**src/emon_pkg.sv**
```systemverilog
// Package of constants, types and the register map of the anomaly monitor
package emon_pkg;

	// ****************************************************************
	// Timing
	// ****************************************************************
	localparam int unsigned EMON_CLK_PERIOD_NS = 40;
	localparam int unsigned EMON_TICK_PERIOD_MS = 100;
	localparam int unsigned EMON_TICK_CYCLES =
		EMON_TICK_PERIOD_MS * 1000000 / EMON_CLK_PERIOD_NS;

	// ****************************************************************
	// Register offsets (byte addresses)
	// ****************************************************************
	localparam logic [7:0] EMON_SPEED_CFG_OFS  = 8'h00;
	localparam logic [7:0] EMON_PICKUP_CFG_OFS = 8'h04;
	localparam logic [7:0] EMON_ECU_CFG_OFS    = 8'h08;
	localparam logic [7:0] EMON_ALIVE_CFG_OFS  = 8'h0c;
	localparam logic [7:0] EMON_LOWSPD_CFG_OFS = 8'h10;
	localparam logic [7:0] EMON_MASK_OFS       = 8'h14;
	localparam logic [7:0] EMON_SENSOR_CFG_OFS = 8'h18;
	localparam logic [7:0] EMON_STATUS_OFS     = 8'h1c;

	// ****************************************************************
	// Field positions
	// ****************************************************************
	localparam int EMON_LO_LSB   = 0;
	localparam int EMON_HI_LSB   = 16;
	localparam int EMON_ACT_LSB  = 16;
	localparam int EMON_CACT_LSB = 8;
	localparam int EMON_ST_PICKUP = 0;
	localparam int EMON_ST_COMM   = 1;
	localparam int EMON_ST_BUSOFF = 2;
	localparam int EMON_ST_LOWSPD = 3;
	localparam int EMON_ST_SENSOR = 4;
	localparam int EMON_ST_ECU    = 16;
	localparam int EMON_MASK_RED_PRE = 13;

	// ****************************************************************
	// Reset values and fixed figures
	// ****************************************************************
	localparam logic [31:0] EMON_CFG_RST    = 32'h0000_0000;
	localparam logic [15:0] EMON_MASK_RST   = 16'h0000;
	localparam logic [2:0]  EMON_SENSOR_RST = 3'h0;
	localparam logic [31:0] EMON_STATUS_RST = 32'h0000_0000;
	localparam logic [7:0]  EMON_ALIVE_TYPE_LO = 8'h8c;
	localparam logic [7:0]  EMON_ALIVE_TYPE_HI = 8'h8f;
	localparam logic [15:0] EMON_OPEN_OHMS     = 16'h0bb8;
	localparam logic [15:0] EMON_ECU_PRE_BITS  = 16'h4b55;
	localparam logic [15:0] EMON_ECU_SHUT_BITS = 16'h84aa;

	// ****************************************************************
	// Types
	// ****************************************************************
	typedef enum logic [1:0] {
		EMON_ACT_NONE  = 2'b00,
		EMON_ACT_PRE   = 2'b01,
		EMON_ACT_SHUT  = 2'b10,
		EMON_ACT_SHUT2 = 2'b11
	} emon_act_t;

	typedef enum logic [1:0] {
		EMON_MODE_OFF    = 2'b00,
		EMON_MODE_MANUAL = 2'b01,
		EMON_MODE_AUTO   = 2'b10,
		EMON_MODE_TEST   = 2'b11
	} emon_mode_t;

	typedef struct packed {
		logic running;
		logic fuel_open;
		logic start_stop;
		logic speed_in_tol;
		logic volt_in_tol;
	} emon_eng_t;

	typedef struct packed {
		logic        bus_off;
		logic        any_msg;
		logic        alive_msg;
		logic [15:0] cond;
	} emon_ecu_t;

	typedef struct packed {
		logic [15:0] pickup_rpm;
		logic [15:0] w_rpm;
		logic [15:0] speed_rpm;
	} emon_speed_t;

endpackage
```
**src/emon_monitor.sv**
```systemverilog
// Engine anomaly monitor with APB register slave
`timescale 1ns/100ps

// Operation
// RULE_01: Pick-up failure enabled only when a tooth count or rpm/W ratio is set.
// RULE_02: Running with zero speed for the delay trips; zero delay disables.
// RULE_03: Pick-up failure severity comes from its own action field.
// RULE_04: Link loss and ECU anomalies need a nonzero engine type.
// RULE_05: Engine types 140 to 143 trip on missing alive message for its timeout.
// RULE_06: Other types trip on ECU silence for the silence time; zero disables.
// RULE_07: Link loss severity comes from the CAN-fault action field.
// RULE_08: Low-speed armed after fuel open and tolerance reached; off in start/stop.
// RULE_09: Armed low-speed trips when speed stays below threshold for the delay.
// RULE_10: ECU conditions raise anomalies at once unless masked.
// RULE_11: Mask bits 0 and 1 suppress low oil pressure pre-alarm and shutdown.
// RULE_12: Mask bits 2 and 3 suppress high oil temperature anomalies.
// RULE_13: Mask bits 4 and 5 suppress high coolant temperature anomalies.
// RULE_14: Mask bits 6 and 7 suppress low coolant level pre-alarm and shutdown.
// RULE_15: Mask bits 8 and 9 suppress water-in-fuel and low battery pre-alarms.
// RULE_16: Mask bits 10 and 11 suppress overspeed and charge alternator anomalies.
// RULE_17: Mask bits 14 and 15 suppress yellow lamp and red lamp anomalies.
// RULE_18: Mask bit 13 turns the red lamp shutdown into a pre-alarm.
// RULE_19: Configured analogue inputs above three thousand ohms raise a pre-alarm.
// RULE_20: Protections are evaluated only in manual and automatic modes.
// RULE_21: CAN bus-off raises a link failure with the CAN-fault severity.
// RULE_22: Persistence timers restart from zero when their condition drops.
module emon_monitor #(
	parameter int unsigned TICK_CYCLES = emon_pkg::EMON_TICK_CYCLES
) (
	// Clock and reset
	input  wire logic               clk,
	input  wire logic               rst_n,
	// APB slave
	input  wire logic               psel,
	input  wire logic               penable,
	input  wire logic               pwrite,
	input  wire logic [7:0]         paddr,
	input  wire logic [31:0]        pwdata,
	output logic [31:0]             prdata,
	output logic                    pready,
	output logic                    pslverr,
	// Engine state
	input  wire emon_pkg::emon_mode_t  op_mode,
	input  wire emon_pkg::emon_eng_t   eng,
	input  wire emon_pkg::emon_speed_t spd,
	// ECU link
	input  wire emon_pkg::emon_ecu_t   ecu,
	// Analogue sensors, ohms
	input  wire logic [15:0]        sensor_ohm [3],
	// Anomaly outputs
	output logic                    prealarm,
	output logic                    shutdown,
	output logic [31:0]             anomaly
);
	import emon_pkg::*;

	typedef enum logic {
		EMON_LS_DISARMED = 1'b0,
		EMON_LS_ARMED    = 1'b1
	} emon_ls_t;

	// ****************************************************************
	// Helper functions
	// ****************************************************************

	// Persistence counter step, restarting when the condition drops
	function automatic logic [15:0] emon_persist(input logic cond,
		input logic [15:0] cnt, input logic [15:0] dly, input logic tk);
		logic [15:0] r;
		r = cnt;
		if (!cond) begin
			r = 16'h0000;
		end else if (tk && cnt < dly) begin
			r = cnt + 16'h0001;
		end
		return r;
	endfunction

	// Expired when held for a nonzero delay
	function automatic logic emon_expired(input logic cond,
		input logic [15:0] cnt, input logic [15:0] dly);
		return cond && (dly != 16'h0000) && (cnt >= dly);
	endfunction

	// Action field to pre-alarm / shutdown pair
	function automatic logic [1:0] emon_sev(input logic [1:0] act);
		logic [1:0] r;
		case (emon_act_t'(act))
			EMON_ACT_PRE:   r = 2'b01;
			EMON_ACT_SHUT:  r = 2'b10;
			EMON_ACT_SHUT2: r = 2'b10;
			default:        r = 2'b00;
		endcase
		return r;
	endfunction

	// ****************************************************************
	// Registers and signals
	// ****************************************************************
	logic [31:0] speed_cfg_reg;
	logic [31:0] pickup_cfg_reg;
	logic [31:0] ecu_cfg_reg;
	logic [31:0] alive_cfg_reg;
	logic [31:0] lowspd_cfg_reg;
	logic [15:0] mask_reg;
	logic [2:0]  sensor_cfg_reg;
	logic [31:0] status_reg;
	logic [31:0] status_next;
	logic [31:0] prdata_reg;
	logic [21:0] tick_cnt_reg;
	logic        tick;
	logic [15:0] pickup_cnt_reg;
	logic [15:0] silence_cnt_reg;
	logic [15:0] lowspd_cnt_reg;
	emon_ls_t    ls_state_reg;
	logic        prealarm_reg;
	logic        shutdown_reg;

	logic        eval_en;
	logic        speed_meas;
	logic [15:0] sel_speed;
	logic        pickup_cond;
	logic        pickup_trip;
	logic [7:0]  eng_type;
	logic        can_en;
	logic        alive_type;
	logic        msg_seen;
	logic [15:0] silence_lim;
	logic        silence_cond;
	logic        comm_trip;
	logic        lowspd_cond;
	logic        lowspd_trip;
	logic [15:0] ecu_active;
	logic [2:0]  sensor_open;
	logic [31:0] pre_sel;
	logic [31:0] shut_sel;
	logic [1:0]  pick_sev;
	logic [1:0]  can_sev;
	logic        setup_ph;
	logic        wr_en;
	logic        addr_ok;
	logic        wr_status;

	// ****************************************************************
	// APB slave
	// ****************************************************************

	// Zero-wait slave, error on unmapped word
	always_comb begin
		case (paddr)
			EMON_SPEED_CFG_OFS, EMON_PICKUP_CFG_OFS, EMON_ECU_CFG_OFS,
			EMON_ALIVE_CFG_OFS, EMON_LOWSPD_CFG_OFS, EMON_MASK_OFS,
			EMON_SENSOR_CFG_OFS, EMON_STATUS_OFS: addr_ok = 1'b1;
			default: addr_ok = 1'b0;
		endcase
	end
	assign pready    = 1'b1;
	assign pslverr   = psel && penable && !addr_ok;
	assign setup_ph  = psel && !penable;
	assign wr_en     = psel && penable && pwrite && addr_ok;
	assign wr_status = wr_en && (paddr == EMON_STATUS_OFS);
	assign prdata    = prdata_reg;

	// Read data captured in the setup cycle
	always_ff @(posedge clk) begin
		if (!rst_n) begin
			prdata_reg <= 32'h0000_0000;
		end else if (setup_ph && !pwrite) begin
			case (paddr)
				EMON_SPEED_CFG_OFS:  prdata_reg <= speed_cfg_reg;
				EMON_PICKUP_CFG_OFS: prdata_reg <= pickup_cfg_reg;
				EMON_ECU_CFG_OFS:    prdata_reg <= ecu_cfg_reg;
				EMON_ALIVE_CFG_OFS:  prdata_reg <= alive_cfg_reg;
				EMON_LOWSPD_CFG_OFS: prdata_reg <= lowspd_cfg_reg;
				EMON_MASK_OFS:       prdata_reg <= {16'h0000, mask_reg};
				EMON_SENSOR_CFG_OFS: prdata_reg <= {29'h0, sensor_cfg_reg};
				EMON_STATUS_OFS:     prdata_reg <= status_reg;
				default:             prdata_reg <= 32'h0000_0000;
			endcase
		end
	end

	// Configuration writes
	always_ff @(posedge clk) begin
		if (!rst_n) begin
			speed_cfg_reg  <= EMON_CFG_RST;
			pickup_cfg_reg <= EMON_CFG_RST;
			ecu_cfg_reg    <= EMON_CFG_RST;
			alive_cfg_reg  <= EMON_CFG_RST;
			lowspd_cfg_reg <= EMON_CFG_RST;
			mask_reg       <= EMON_MASK_RST;
			sensor_cfg_reg <= EMON_SENSOR_RST;
		end else if (wr_en) begin
			case (paddr)
				EMON_SPEED_CFG_OFS:  speed_cfg_reg  <= pwdata;
				EMON_PICKUP_CFG_OFS: pickup_cfg_reg <= pwdata;
				EMON_ECU_CFG_OFS:    ecu_cfg_reg    <= pwdata;
				EMON_ALIVE_CFG_OFS:  alive_cfg_reg  <= pwdata;
				EMON_LOWSPD_CFG_OFS: lowspd_cfg_reg <= pwdata;
				EMON_MASK_OFS:       mask_reg       <= pwdata[15:0];
				EMON_SENSOR_CFG_OFS: sensor_cfg_reg <= pwdata[2:0];
				default:             mask_reg       <= mask_reg;
			endcase
		end
	end

	// ****************************************************************
	// Tick divider
	// ****************************************************************

	// One-cycle pulse every tick period
	always_ff @(posedge clk) begin
		if (!rst_n) begin
			tick_cnt_reg <= 22'h0;
		end else if (tick) begin
			tick_cnt_reg <= 22'h0;
		end else begin
			tick_cnt_reg <= tick_cnt_reg + 22'h1;
		end
	end
	assign tick = (tick_cnt_reg == 22'(TICK_CYCLES - 1));

	// ****************************************************************
	// Protections
	// ****************************************************************

	// Only manual and automatic modes evaluate
	assign eval_en = (op_mode == EMON_MODE_MANUAL) ||
		(op_mode == EMON_MODE_AUTO); // RULE_20

	// Pick-up failure
	assign speed_meas  = (speed_cfg_reg[EMON_LO_LSB +: 16] != 16'h0) ||
		(speed_cfg_reg[EMON_HI_LSB +: 16] != 16'h0); // RULE_01
	assign sel_speed   = (speed_cfg_reg[EMON_LO_LSB +: 16] != 16'h0) ?
		spd.pickup_rpm : spd.w_rpm;
	assign pickup_cond = eval_en && speed_meas && eng.running &&
		(sel_speed == 16'h0); // RULE_02
	assign pickup_trip = emon_expired(pickup_cond, pickup_cnt_reg,
		pickup_cfg_reg[EMON_LO_LSB +: 16]); // RULE_02
	assign pick_sev    = emon_sev(pickup_cfg_reg[EMON_ACT_LSB +: 2]); // RULE_03

	// ECU link supervision
	assign eng_type    = ecu_cfg_reg[7:0];
	assign can_en      = eval_en && (eng_type != 8'h00); // RULE_04
	assign alive_type  = (eng_type >= EMON_ALIVE_TYPE_LO) &&
		(eng_type <= EMON_ALIVE_TYPE_HI);
	assign msg_seen    = alive_type ? ecu.alive_msg : ecu.any_msg; // RULE_05
	assign silence_lim = alive_type ? alive_cfg_reg[EMON_LO_LSB +: 16] :
		ecu_cfg_reg[EMON_HI_LSB +: 16]; // RULE_06
	assign silence_cond = can_en && !msg_seen;
	assign comm_trip   = emon_expired(silence_cond, silence_cnt_reg,
		silence_lim); // RULE_05 RULE_06
	assign can_sev     = emon_sev(ecu_cfg_reg[EMON_CACT_LSB +: 2]); // RULE_07

	// Low speed
	assign lowspd_cond = eval_en && (ls_state_reg == EMON_LS_ARMED) &&
		(spd.speed_rpm < lowspd_cfg_reg[EMON_LO_LSB +: 16]); // RULE_09
	assign lowspd_trip = emon_expired(lowspd_cond, lowspd_cnt_reg,
		lowspd_cfg_reg[EMON_HI_LSB +: 16]); // RULE_09

	// ECU conditions, masked per bit
	// RULE_11 RULE_12 RULE_13 RULE_14 RULE_15 RULE_16 RULE_17
	assign ecu_active = can_en ? (ecu.cond & ~mask_reg) : 16'h0000; // RULE_10

	// Open sensor lines
	always_comb begin
		for (int i = 0; i < 3; i++) begin
			sensor_open[i] = eval_en && sensor_cfg_reg[i] &&
				(sensor_ohm[i] > EMON_OPEN_OHMS); // RULE_19
		end
	end

	// Persistence timers
	always_ff @(posedge clk) begin
		if (!rst_n) begin
			pickup_cnt_reg  <= 16'h0;
			silence_cnt_reg <= 16'h0;
			lowspd_cnt_reg  <= 16'h0;
		end else begin
			pickup_cnt_reg  <= emon_persist(pickup_cond, pickup_cnt_reg,
				pickup_cfg_reg[EMON_LO_LSB +: 16], tick); // RULE_22
			silence_cnt_reg <= emon_persist(silence_cond, silence_cnt_reg,
				silence_lim, tick); // RULE_22
			lowspd_cnt_reg  <= emon_persist(lowspd_cond, lowspd_cnt_reg,
				lowspd_cfg_reg[EMON_HI_LSB +: 16], tick); // RULE_22
		end
	end

	// Low-speed arming
	always_ff @(posedge clk) begin
		if (!rst_n) begin
			ls_state_reg <= EMON_LS_DISARMED;
		end else begin
			case (ls_state_reg)
				EMON_LS_DISARMED: begin
					if (speed_meas && eng.fuel_open && !eng.start_stop &&
						eng.speed_in_tol && eng.volt_in_tol) begin
						ls_state_reg <= EMON_LS_ARMED; // RULE_08
					end
				end
				EMON_LS_ARMED: begin
					if (!speed_meas || !eng.fuel_open || eng.start_stop) begin
						ls_state_reg <= EMON_LS_DISARMED; // RULE_08
					end
				end
				default: ls_state_reg <= EMON_LS_DISARMED;
			endcase
		end
	end

	// ****************************************************************
	// Anomaly status and severity
	// ****************************************************************

	// Sticky flags, write one to clear, a new event wins
	always_comb begin
		status_next = status_reg;
		if (wr_status) begin
			status_next = status_reg & ~pwdata;
		end
		status_next[EMON_ST_PICKUP] = status_next[EMON_ST_PICKUP] |
			pickup_trip;
		status_next[EMON_ST_COMM] = status_next[EMON_ST_COMM] | comm_trip;
		status_next[EMON_ST_BUSOFF] = status_next[EMON_ST_BUSOFF] |
			(can_en && ecu.bus_off); // RULE_21
		status_next[EMON_ST_LOWSPD] = status_next[EMON_ST_LOWSPD] |
			lowspd_trip;
		status_next[EMON_ST_SENSOR +: 3] = status_next[EMON_ST_SENSOR +: 3] |
			sensor_open;
		status_next[EMON_ST_ECU +: 16] = status_next[EMON_ST_ECU +: 16] |
			(ecu_active & (EMON_ECU_PRE_BITS | EMON_ECU_SHUT_BITS));
	end

	always_ff @(posedge clk) begin
		if (!rst_n) begin
			status_reg <= EMON_STATUS_RST;
		end else begin
			status_reg <= status_next;
		end
	end

	// Severity selection per status bit
	always_comb begin
		pre_sel  = 32'h0000_0000;
		shut_sel = 32'h0000_0000;
		pre_sel[EMON_ST_PICKUP]  = pick_sev[0]; // RULE_03
		shut_sel[EMON_ST_PICKUP] = pick_sev[1]; // RULE_03
		pre_sel[EMON_ST_COMM]    = can_sev[0]; // RULE_07
		shut_sel[EMON_ST_COMM]   = can_sev[1]; // RULE_07
		pre_sel[EMON_ST_BUSOFF]  = can_sev[0]; // RULE_21
		shut_sel[EMON_ST_BUSOFF] = can_sev[1]; // RULE_21
		shut_sel[EMON_ST_LOWSPD] = 1'b1;
		pre_sel[EMON_ST_SENSOR +: 3] = 3'h7; // RULE_19
		pre_sel[EMON_ST_ECU +: 16]  = EMON_ECU_PRE_BITS;
		shut_sel[EMON_ST_ECU +: 16] = EMON_ECU_SHUT_BITS;
		if (mask_reg[EMON_MASK_RED_PRE]) begin
			pre_sel[EMON_ST_ECU + 15]  = 1'b1; // RULE_18
			shut_sel[EMON_ST_ECU + 15] = 1'b0; // RULE_18
		end
	end

	// Summary outputs
	always_ff @(posedge clk) begin
		if (!rst_n) begin
			prealarm_reg <= 1'b0;
			shutdown_reg <= 1'b0;
		end else begin
			prealarm_reg <= |(status_reg & pre_sel);
			shutdown_reg <= |(status_reg & shut_sel);
		end
	end
	assign prealarm = prealarm_reg;
	assign shutdown = shutdown_reg;
	assign anomaly  = status_reg;
endmodule

```
**config.mk**
```make
export PLATFORM = sky130hd
export DESIGN_NAME = emon_monitor
export DESIGN_NICKNAME = d
export VERILOG_FILES = /design/src/emon_pkg.sv /design/src/emon_monitor.sv
export SDC_FILE = /design/constraint.sdc
export NUM_CORES = 1
export LEC_CHECK = 0
export BUFFER_PORTS_ARGS = -buffer_cell sky130_fd_sc_hd__buf_2
export CORE_UTILIZATION = 52
export CTS_BUF_LIST = sky130_fd_sc_hd__clkbuf_16
export DETAILED_ROUTE_END_ITERATION = 10
export PLACE_DENSITY = 0.77
export SKIP_LAST_GASP = 1
export SLEW_MARGIN = 30
export SYNTH_ARGS = -nofsm -noshare
export SYNTH_HDL_FRONTEND = slang
export SYNTH_SLANG_ARGS = --single-unit
export TNS_END_PERCENT = 50
```
**constraint.sdc**
```tcl
create_clock -name clk -period 3.8 [get_ports clk]
set_input_delay 0.38 -clock clk [delete_from_list [all_inputs] [get_ports clk]]
set_output_delay 0.38 -clock clk [all_outputs]
set_load 0.005 [all_outputs]
```
# --- After elaboration in Yosys (flattened, before gate mapping) ---
# Memories as Yosys holds them, arrays and structs flattened.
# Cells that the tools add are included.
word_totals:
  latchBits: 0
  memories: 1
  word_cells: 148
  register_bits: 316
  out_inout_bits: 68
  romBits: 32
  ramBits: 0
op_classes:
  n_lt_le_gt_ge: 12
  mux: 14
  shifts: 0
  div: 0
  eq_ne: 16
  n_bitwise: 14
  reduce_logical: 70
  mul: 0
  addsub: 4
memory_table:
  columns: ["name", "depth", "word_bits", "read_ports", "rd_clocked_by_memory_dff", "write_ports", "line", "text"]
  rows:
  - ["(name not given)", 32, 1, 1, 0, 0, "emon_monitor.sv:150", "case (paddr)"]
ops:
  columns: ["op", "n"]
  rows:
  - ["case mux 32 bit (8 select lines)", 1]
  - ["bitwise AND 32 bit", 3]
  - ["nonzero test 16 bit", 5]
  - ["less-than comparator 16 bit", 4]
  - ["OR reduction 32 bit", 2]
  - ["adder 16 x 1 -> 16 bit (second input constant)", 3]
  - ["greater-or-equal comparator 16 bit", 3]
  - ["greater-than comparator 16 x 12 -> 1 bit (second input constant)", 3]
  - ["two-way mux 16 bit", 3]
  - ["logical AND 1 bit", 35]
  - ["equality test 8 x 5 -> 1 bit (second input constant)", 4]
  - ["two-way mux 32 bit", 1]
  - ["NOT 32 bit", 1]
  - ["adder 22 x 1 -> 22 bit (second input constant)", 1]
  - ["equality test 22 bit (second input constant)", 1]
  - ["AND reduction 2 bit", 10]
  - ["bitwise AND 16 bit", 1]
  - ["equality test 8 x 4 -> 1 bit (second input constant)", 2]
  - ["zero test 16 bit", 1]
  - ["NOT 16 bit", 1]
  - ["OR 16 bit", 1]
  - ["equality test 2 bit (second input constant)", 5]
  - ["equality test 8 x 3 -> 1 bit (second input constant)", 1]
  - ["greater-or-equal comparator 8 bit (second input constant)", 1]
  - ["other kinds (14)", 37]

# --- Longest topological paths before layout ---
depth:
  ltp_word: 8
  ltp_mapped: 14
  ltp_nobuf: 10

# --- Least setup slack after synthesis ---
# OpenSTA, ideal clock, no wires.
synth_timing:
  path_type: "register to register"
  from: "register ecu_cfg_reg[4]"
  to: "register status_reg[1], in the netlist anomaly[1]"
  path_stages_with_launch: 14
  arrival_ps: 3499
  slack_ps: 214
  period_less_slack_ps: 3586
  setup_time_ps: 88
  path_buffers: 4
  cell_sequence: "dfxtp_1 -> nor3_1 -> and4_1 -> clkbuf_1 -> clkbuf_1 -> mux2i_1 -> ha_1 -> nand4_1 -> a2111o_1 -> nand4_1 -> clkbuf_1 -> clkbuf_1 -> nor2_1 -> o31ai_1"
synth_via:
  elab_chain_len: 8
  elab_cells_between_ends: 14
synth_lines:
  columns: ["item", "line", "text"]
  rows:
  - ["from (decl)", "emon_monitor.sv:102", "logic [31:0] ecu_cfg_reg;"]
  - ["from (signal assigned)", "emon_monitor.sv:197", "EMON_ECU_CFG_OFS: ecu_cfg_reg <= pwdata;"]
  - ["parallel branches: the longest is 6 deep, another holds greater-or-equal comparator 16 bit", null, null]
  - ["logical AND 1 bit *", "emon_monitor.sv:82", "return cond && (dly != 16'h0000) && (cnt >= dly);"]
  - ["OR 1 bit *", "emon_monitor.sv:323", "status_next[EMON_ST_COMM] = status_next[EMON_ST_COMM] | comm_trip;"]
  - ["to (signal assigned)", "emon_monitor.sv:338", "status_reg <= status_next;"]
  - ["to (decl)", "emon_monitor.sv:107", "logic [31:0] status_reg;"]
# Mark *: on every way between the ends.
# A chain may end at the register's enable or synchronous reset.

# --- Final worst setup path ---
layout_timing:
  from: "register ecu_cfg_reg[4]"
  to: "register silence_cnt_reg[4]"
layout_via:
  elab_chain_len: 6
  elab_cells_between_ends: 12
layout_lines:
  columns: ["item", "line", "text"]
  rows:
  - ["parallel branches: the longest is 6 deep, another holds less-than comparator 16 bit", null, null]
  - ["to (signal assigned)", "emon_monitor.sv:282", "silence_cnt_reg <= emon_persist(silence_cond, silence_cnt_reg,"]
  - ["to (decl)", "emon_monitor.sv:113", "logic [15:0] silence_cnt_reg;"]
# Several ways; the timed one is not identified.

==> impl_results.md <==
* Status: finished clean
* Sw power at 0.001572 W
* Fmax at 299.4 MHz
* Routed len/inst at 20.85 um
* Critical Path RT at 4240 ps
* Pwr dens at 397.0 nW/um^2
* Placed cells at 2474
* Max FO, Critical Path at 30
* Number of remaining DRC errors at 0
* Max-cap viol count at 0
* Antenna-violating nets left at 0
* Net Sw Frac at 0.2189
* Worst-Margin Slew at 992.9 ps
* Final setup margin at 459.7 ps
* Detailed Route WL at 52.86 mm
* Critical Path Most Common Cell: buf_4
* Row cnt at 62
* Worst Hold Class: input port to register
* Slowest stage delay, CP at 530 ps
* Hold_buf cts at 1
* Die Area at 30180 sq um
* CP startpoint kind: register
* Placer Congestion at 0.9762
* First-pass GRT wire length at 80.86 mm
* Max IR drop VDD at 0.2724 mV
* Fin. max-slew vios at 0
* Insertion delay to the later sink of the worst-skew pair at 530 ps
* Pint at 0.005609 W
* Num Clock Sinks at 316
* Mean Syn Cell Area at 7.921 sq um
* Register share of total power at 0.462
* Post-CTS setup buffers at 0
* Setup violators final at 0
* Commonest cells after routing, fill and taps aside: 459 x nand2_1, 316 x dfxtp_1, 275 x a21oi_1, 230 x buf_2, 83 x inv_1
* Final Core Density at 0.6267
* Yosys warns at 0
* RSZ-0062 raised after global routing: false
* Synthesis-stage register bit count at 316
* Fill count at 2568
* CTS H-tree lvls at 2
* Most common cell after layout, fill and taps aside: nand2_1
* Clk slew on worst S/H paths at 60 ps
* Initial antenna violation count at 1
* Clock Power Share at 0.497
* Leakage Power at 6.590 nW
* Post-synthesis cell type count at 64
* Largest net degree at the start of global routing at 109
* Overall power at 0.007181 W
* Skew final at 25.64 ps
* Slew HR at 0.3373
* Port Buf Inserts at 231
* Comb pwr share at 0.041
* Fin crit share at 0.8790
* Setup_tns at 0 ps
* Layout area overhead at 17.94%
* HPWL after DPL at 38.40 mm
* Non-Filler Instances at 2536
* Synth Instances at 1936
* Pre-antenna DRT Iters at 8
* Cells along the critical path: nor3_1, and4_1, buf_4, mux2i_1, ha_1, nor2b_1, o211ai_1, a2111o_1, nand4_1, buf_4, or4_1, a21oi_1
* Clock Path Buffers at 3
* Die W at 173.7 um
* Total GRT Usage at 0.3406
* Final Hold Fails at 0
* EDFF count, synth at 0
* Layout cells sized above 1 at 0.1599
* Initial core utilization at 0.5314
* TritonCTS clock tree: done
* Post-CTS sizing at 0
* Vias per cell at 6.233
* Via Count at 15.81k
* CP Capture Type: register
* Mapped Area at 15330 sq um
* Core Box Area at 28860 sq um
* Post-Syn Nets at 2170
* Final min period at 3340 ps
* Post-synthesis sequential area ratio at 0.4125
* Overflow after GRT at 0
* Number of global-route vias before repair at 14.80k
* Initial DRC count at 2063
* Nets at 2362
* Num CTS Buffers at 35
* Die height at 173.7 um
* Slowest CP cell: or4_1
* Top_reg_cell synth: dfxtp_1
* IO Pins at 235
* Crit path kind: register to register
* Post-synth ARST share at 0
* Place WS at 545.1 ps
* Root Buffer: clkbuf_16
* Critical Path AT at 3780 ps
==> power groups by stage <==
stage                     Sequential [W]  Combinational, W  Clock (W)
after global routing             0.00332          0.000308    0.00374
final                            0.00332          0.000295    0.00357
after floorplan                  0.00339          0.000111          0
after global placement           0.00339          0.000280          0
after detailed placement         0.00339          0.000284          0
after CTS                        0.00332          0.000285    0.00359
==> logic make-up (layout without fill, tap and decap cells) <==
group           after synthesis  after routing  share of synthesized area
compound gates              486            486                     0.1900
xor+xnor                     23             23                    0.01314
mux                          71             71                    0.04912
simple gates                779            779                     0.2320
other cells                   1              2                  0.0002445
fa+ha+maj                    67             67                    0.05467
flops                       316            316                     0.4125
buf+inv                     193            408                    0.04822
==> through the flow <==
stage	area, sq um	hold slack [ps]
6_report	18090	77.99
5_1_grt	18090	96.25
4_1_cts	18080	77.55
3_5_place_dp	16870	438.2
3_3_place_gp	16870	432.6
2_1_floorplan	15330	430.2
==> final cells by class <==
| type | count | area [sq um] | area share |
|---|---|---|---|
| multi-input cells | 1427 | 8318 | 0.4599 |
| flip-flops and latches | 316 | 6326 | 0.3498 |
| repair buffers | 270 | 1466 | 0.08108 |
| clock buffers | 36 | 900.9 | 0.04981 |
| well taps | 384 | 480.5 | 0.02657 |
| inverters | 78 | 297.8 | 0.01646 |
| clock inverters | 24 | 294.0 | 0.01626 |
| diodes | 1 | 2.502 | 0.0001384 |
==> metal layers <==
metal / up-vias / global-route usage / wire length (um)
met4: 0 / 0.1820 / 2899
li1: 7274 / - / -
met2: 935 / 0.5485 / 23950
met5: - / 0 / 0
met1: 7434 / 0.4327 / 20410
met3: 164 / 0.06272 / 5604
==> worst max-delay path: cells and delay by family, from the launching register on <==
family	cells	cell delay [ps]
AO/OA/AOI/OAI	3	500
buffers and inverters	2	550
adder cells (fa/ha/maj)	1	270
flip-flops	1	320
multiplexers	1	270
AND/OR/NAND/NOR	5	1350
==> Yosys cell counts, types with 7 or more instances <==
library cell | n | area, sq um
clkbuf_1 | 104 | 390.4
inv_1 | 77 | 289.0
nand2_1 | 459 | 1723
xnor2_1 | 13 | 113.9
nor3_1 | 13 | 65.06
a32oi_1 | 14 | 122.6
ha_1 | 67 | 838.3
and4_1 | 11 | 96.34
a221oi_1 | 19 | 166.4
a21o_1 | 7 | 52.55
dfxtp_1 | 316 | 6326
or4_1 | 18 | 135.1
nor4_1 | 42 | 262.8
mux2i_1 | 64 | 640.6
o211ai_1 | 12 | 90.09
xor2_1 | 10 | 87.58
nand4_1 | 35 | 219.0
a22o_1 | 13 | 113.9
a22oi_1 | 11 | 82.58
a21oi_1 | 275 | 1376
o31ai_1 | 20 | 150.1
nand3_1 | 49 | 245.2
and3_1 | 16 | 100.1
o22ai_1 | 17 | 106.4
o21ai_0 | 57 | 285.3
a222oi_1 | 12 | 120.1
or3_1 | 26 | 162.7
and2_1 | 9 | 56.30
nor2_1 | 79 | 296.5
==> worst paths after layout <==
kind / to / cells after the start / slack [ps] / startpoint
worst max register to register: silence_cnt_reg[4]$_SDFFE_PN0P_ / 12 / 460 / ecu_cfg_reg[4]$_SDFFE_PN0P_
worst min register to register: anomaly[29]$_SDFFE_PN0P_ / 2 / 450 / anomaly[29]$_SDFFE_PN0P_
worst max-delay path: silence_cnt_reg[4]$_SDFFE_PN0P_ / 12 / 460 / ecu_cfg_reg[4]$_SDFFE_PN0P_
worst min-delay path: ls_state_reg$_SDFF_PN0_ / 3 / 80 / eng[3]
No activity file was read; power rests on OpenSTA's default activity.
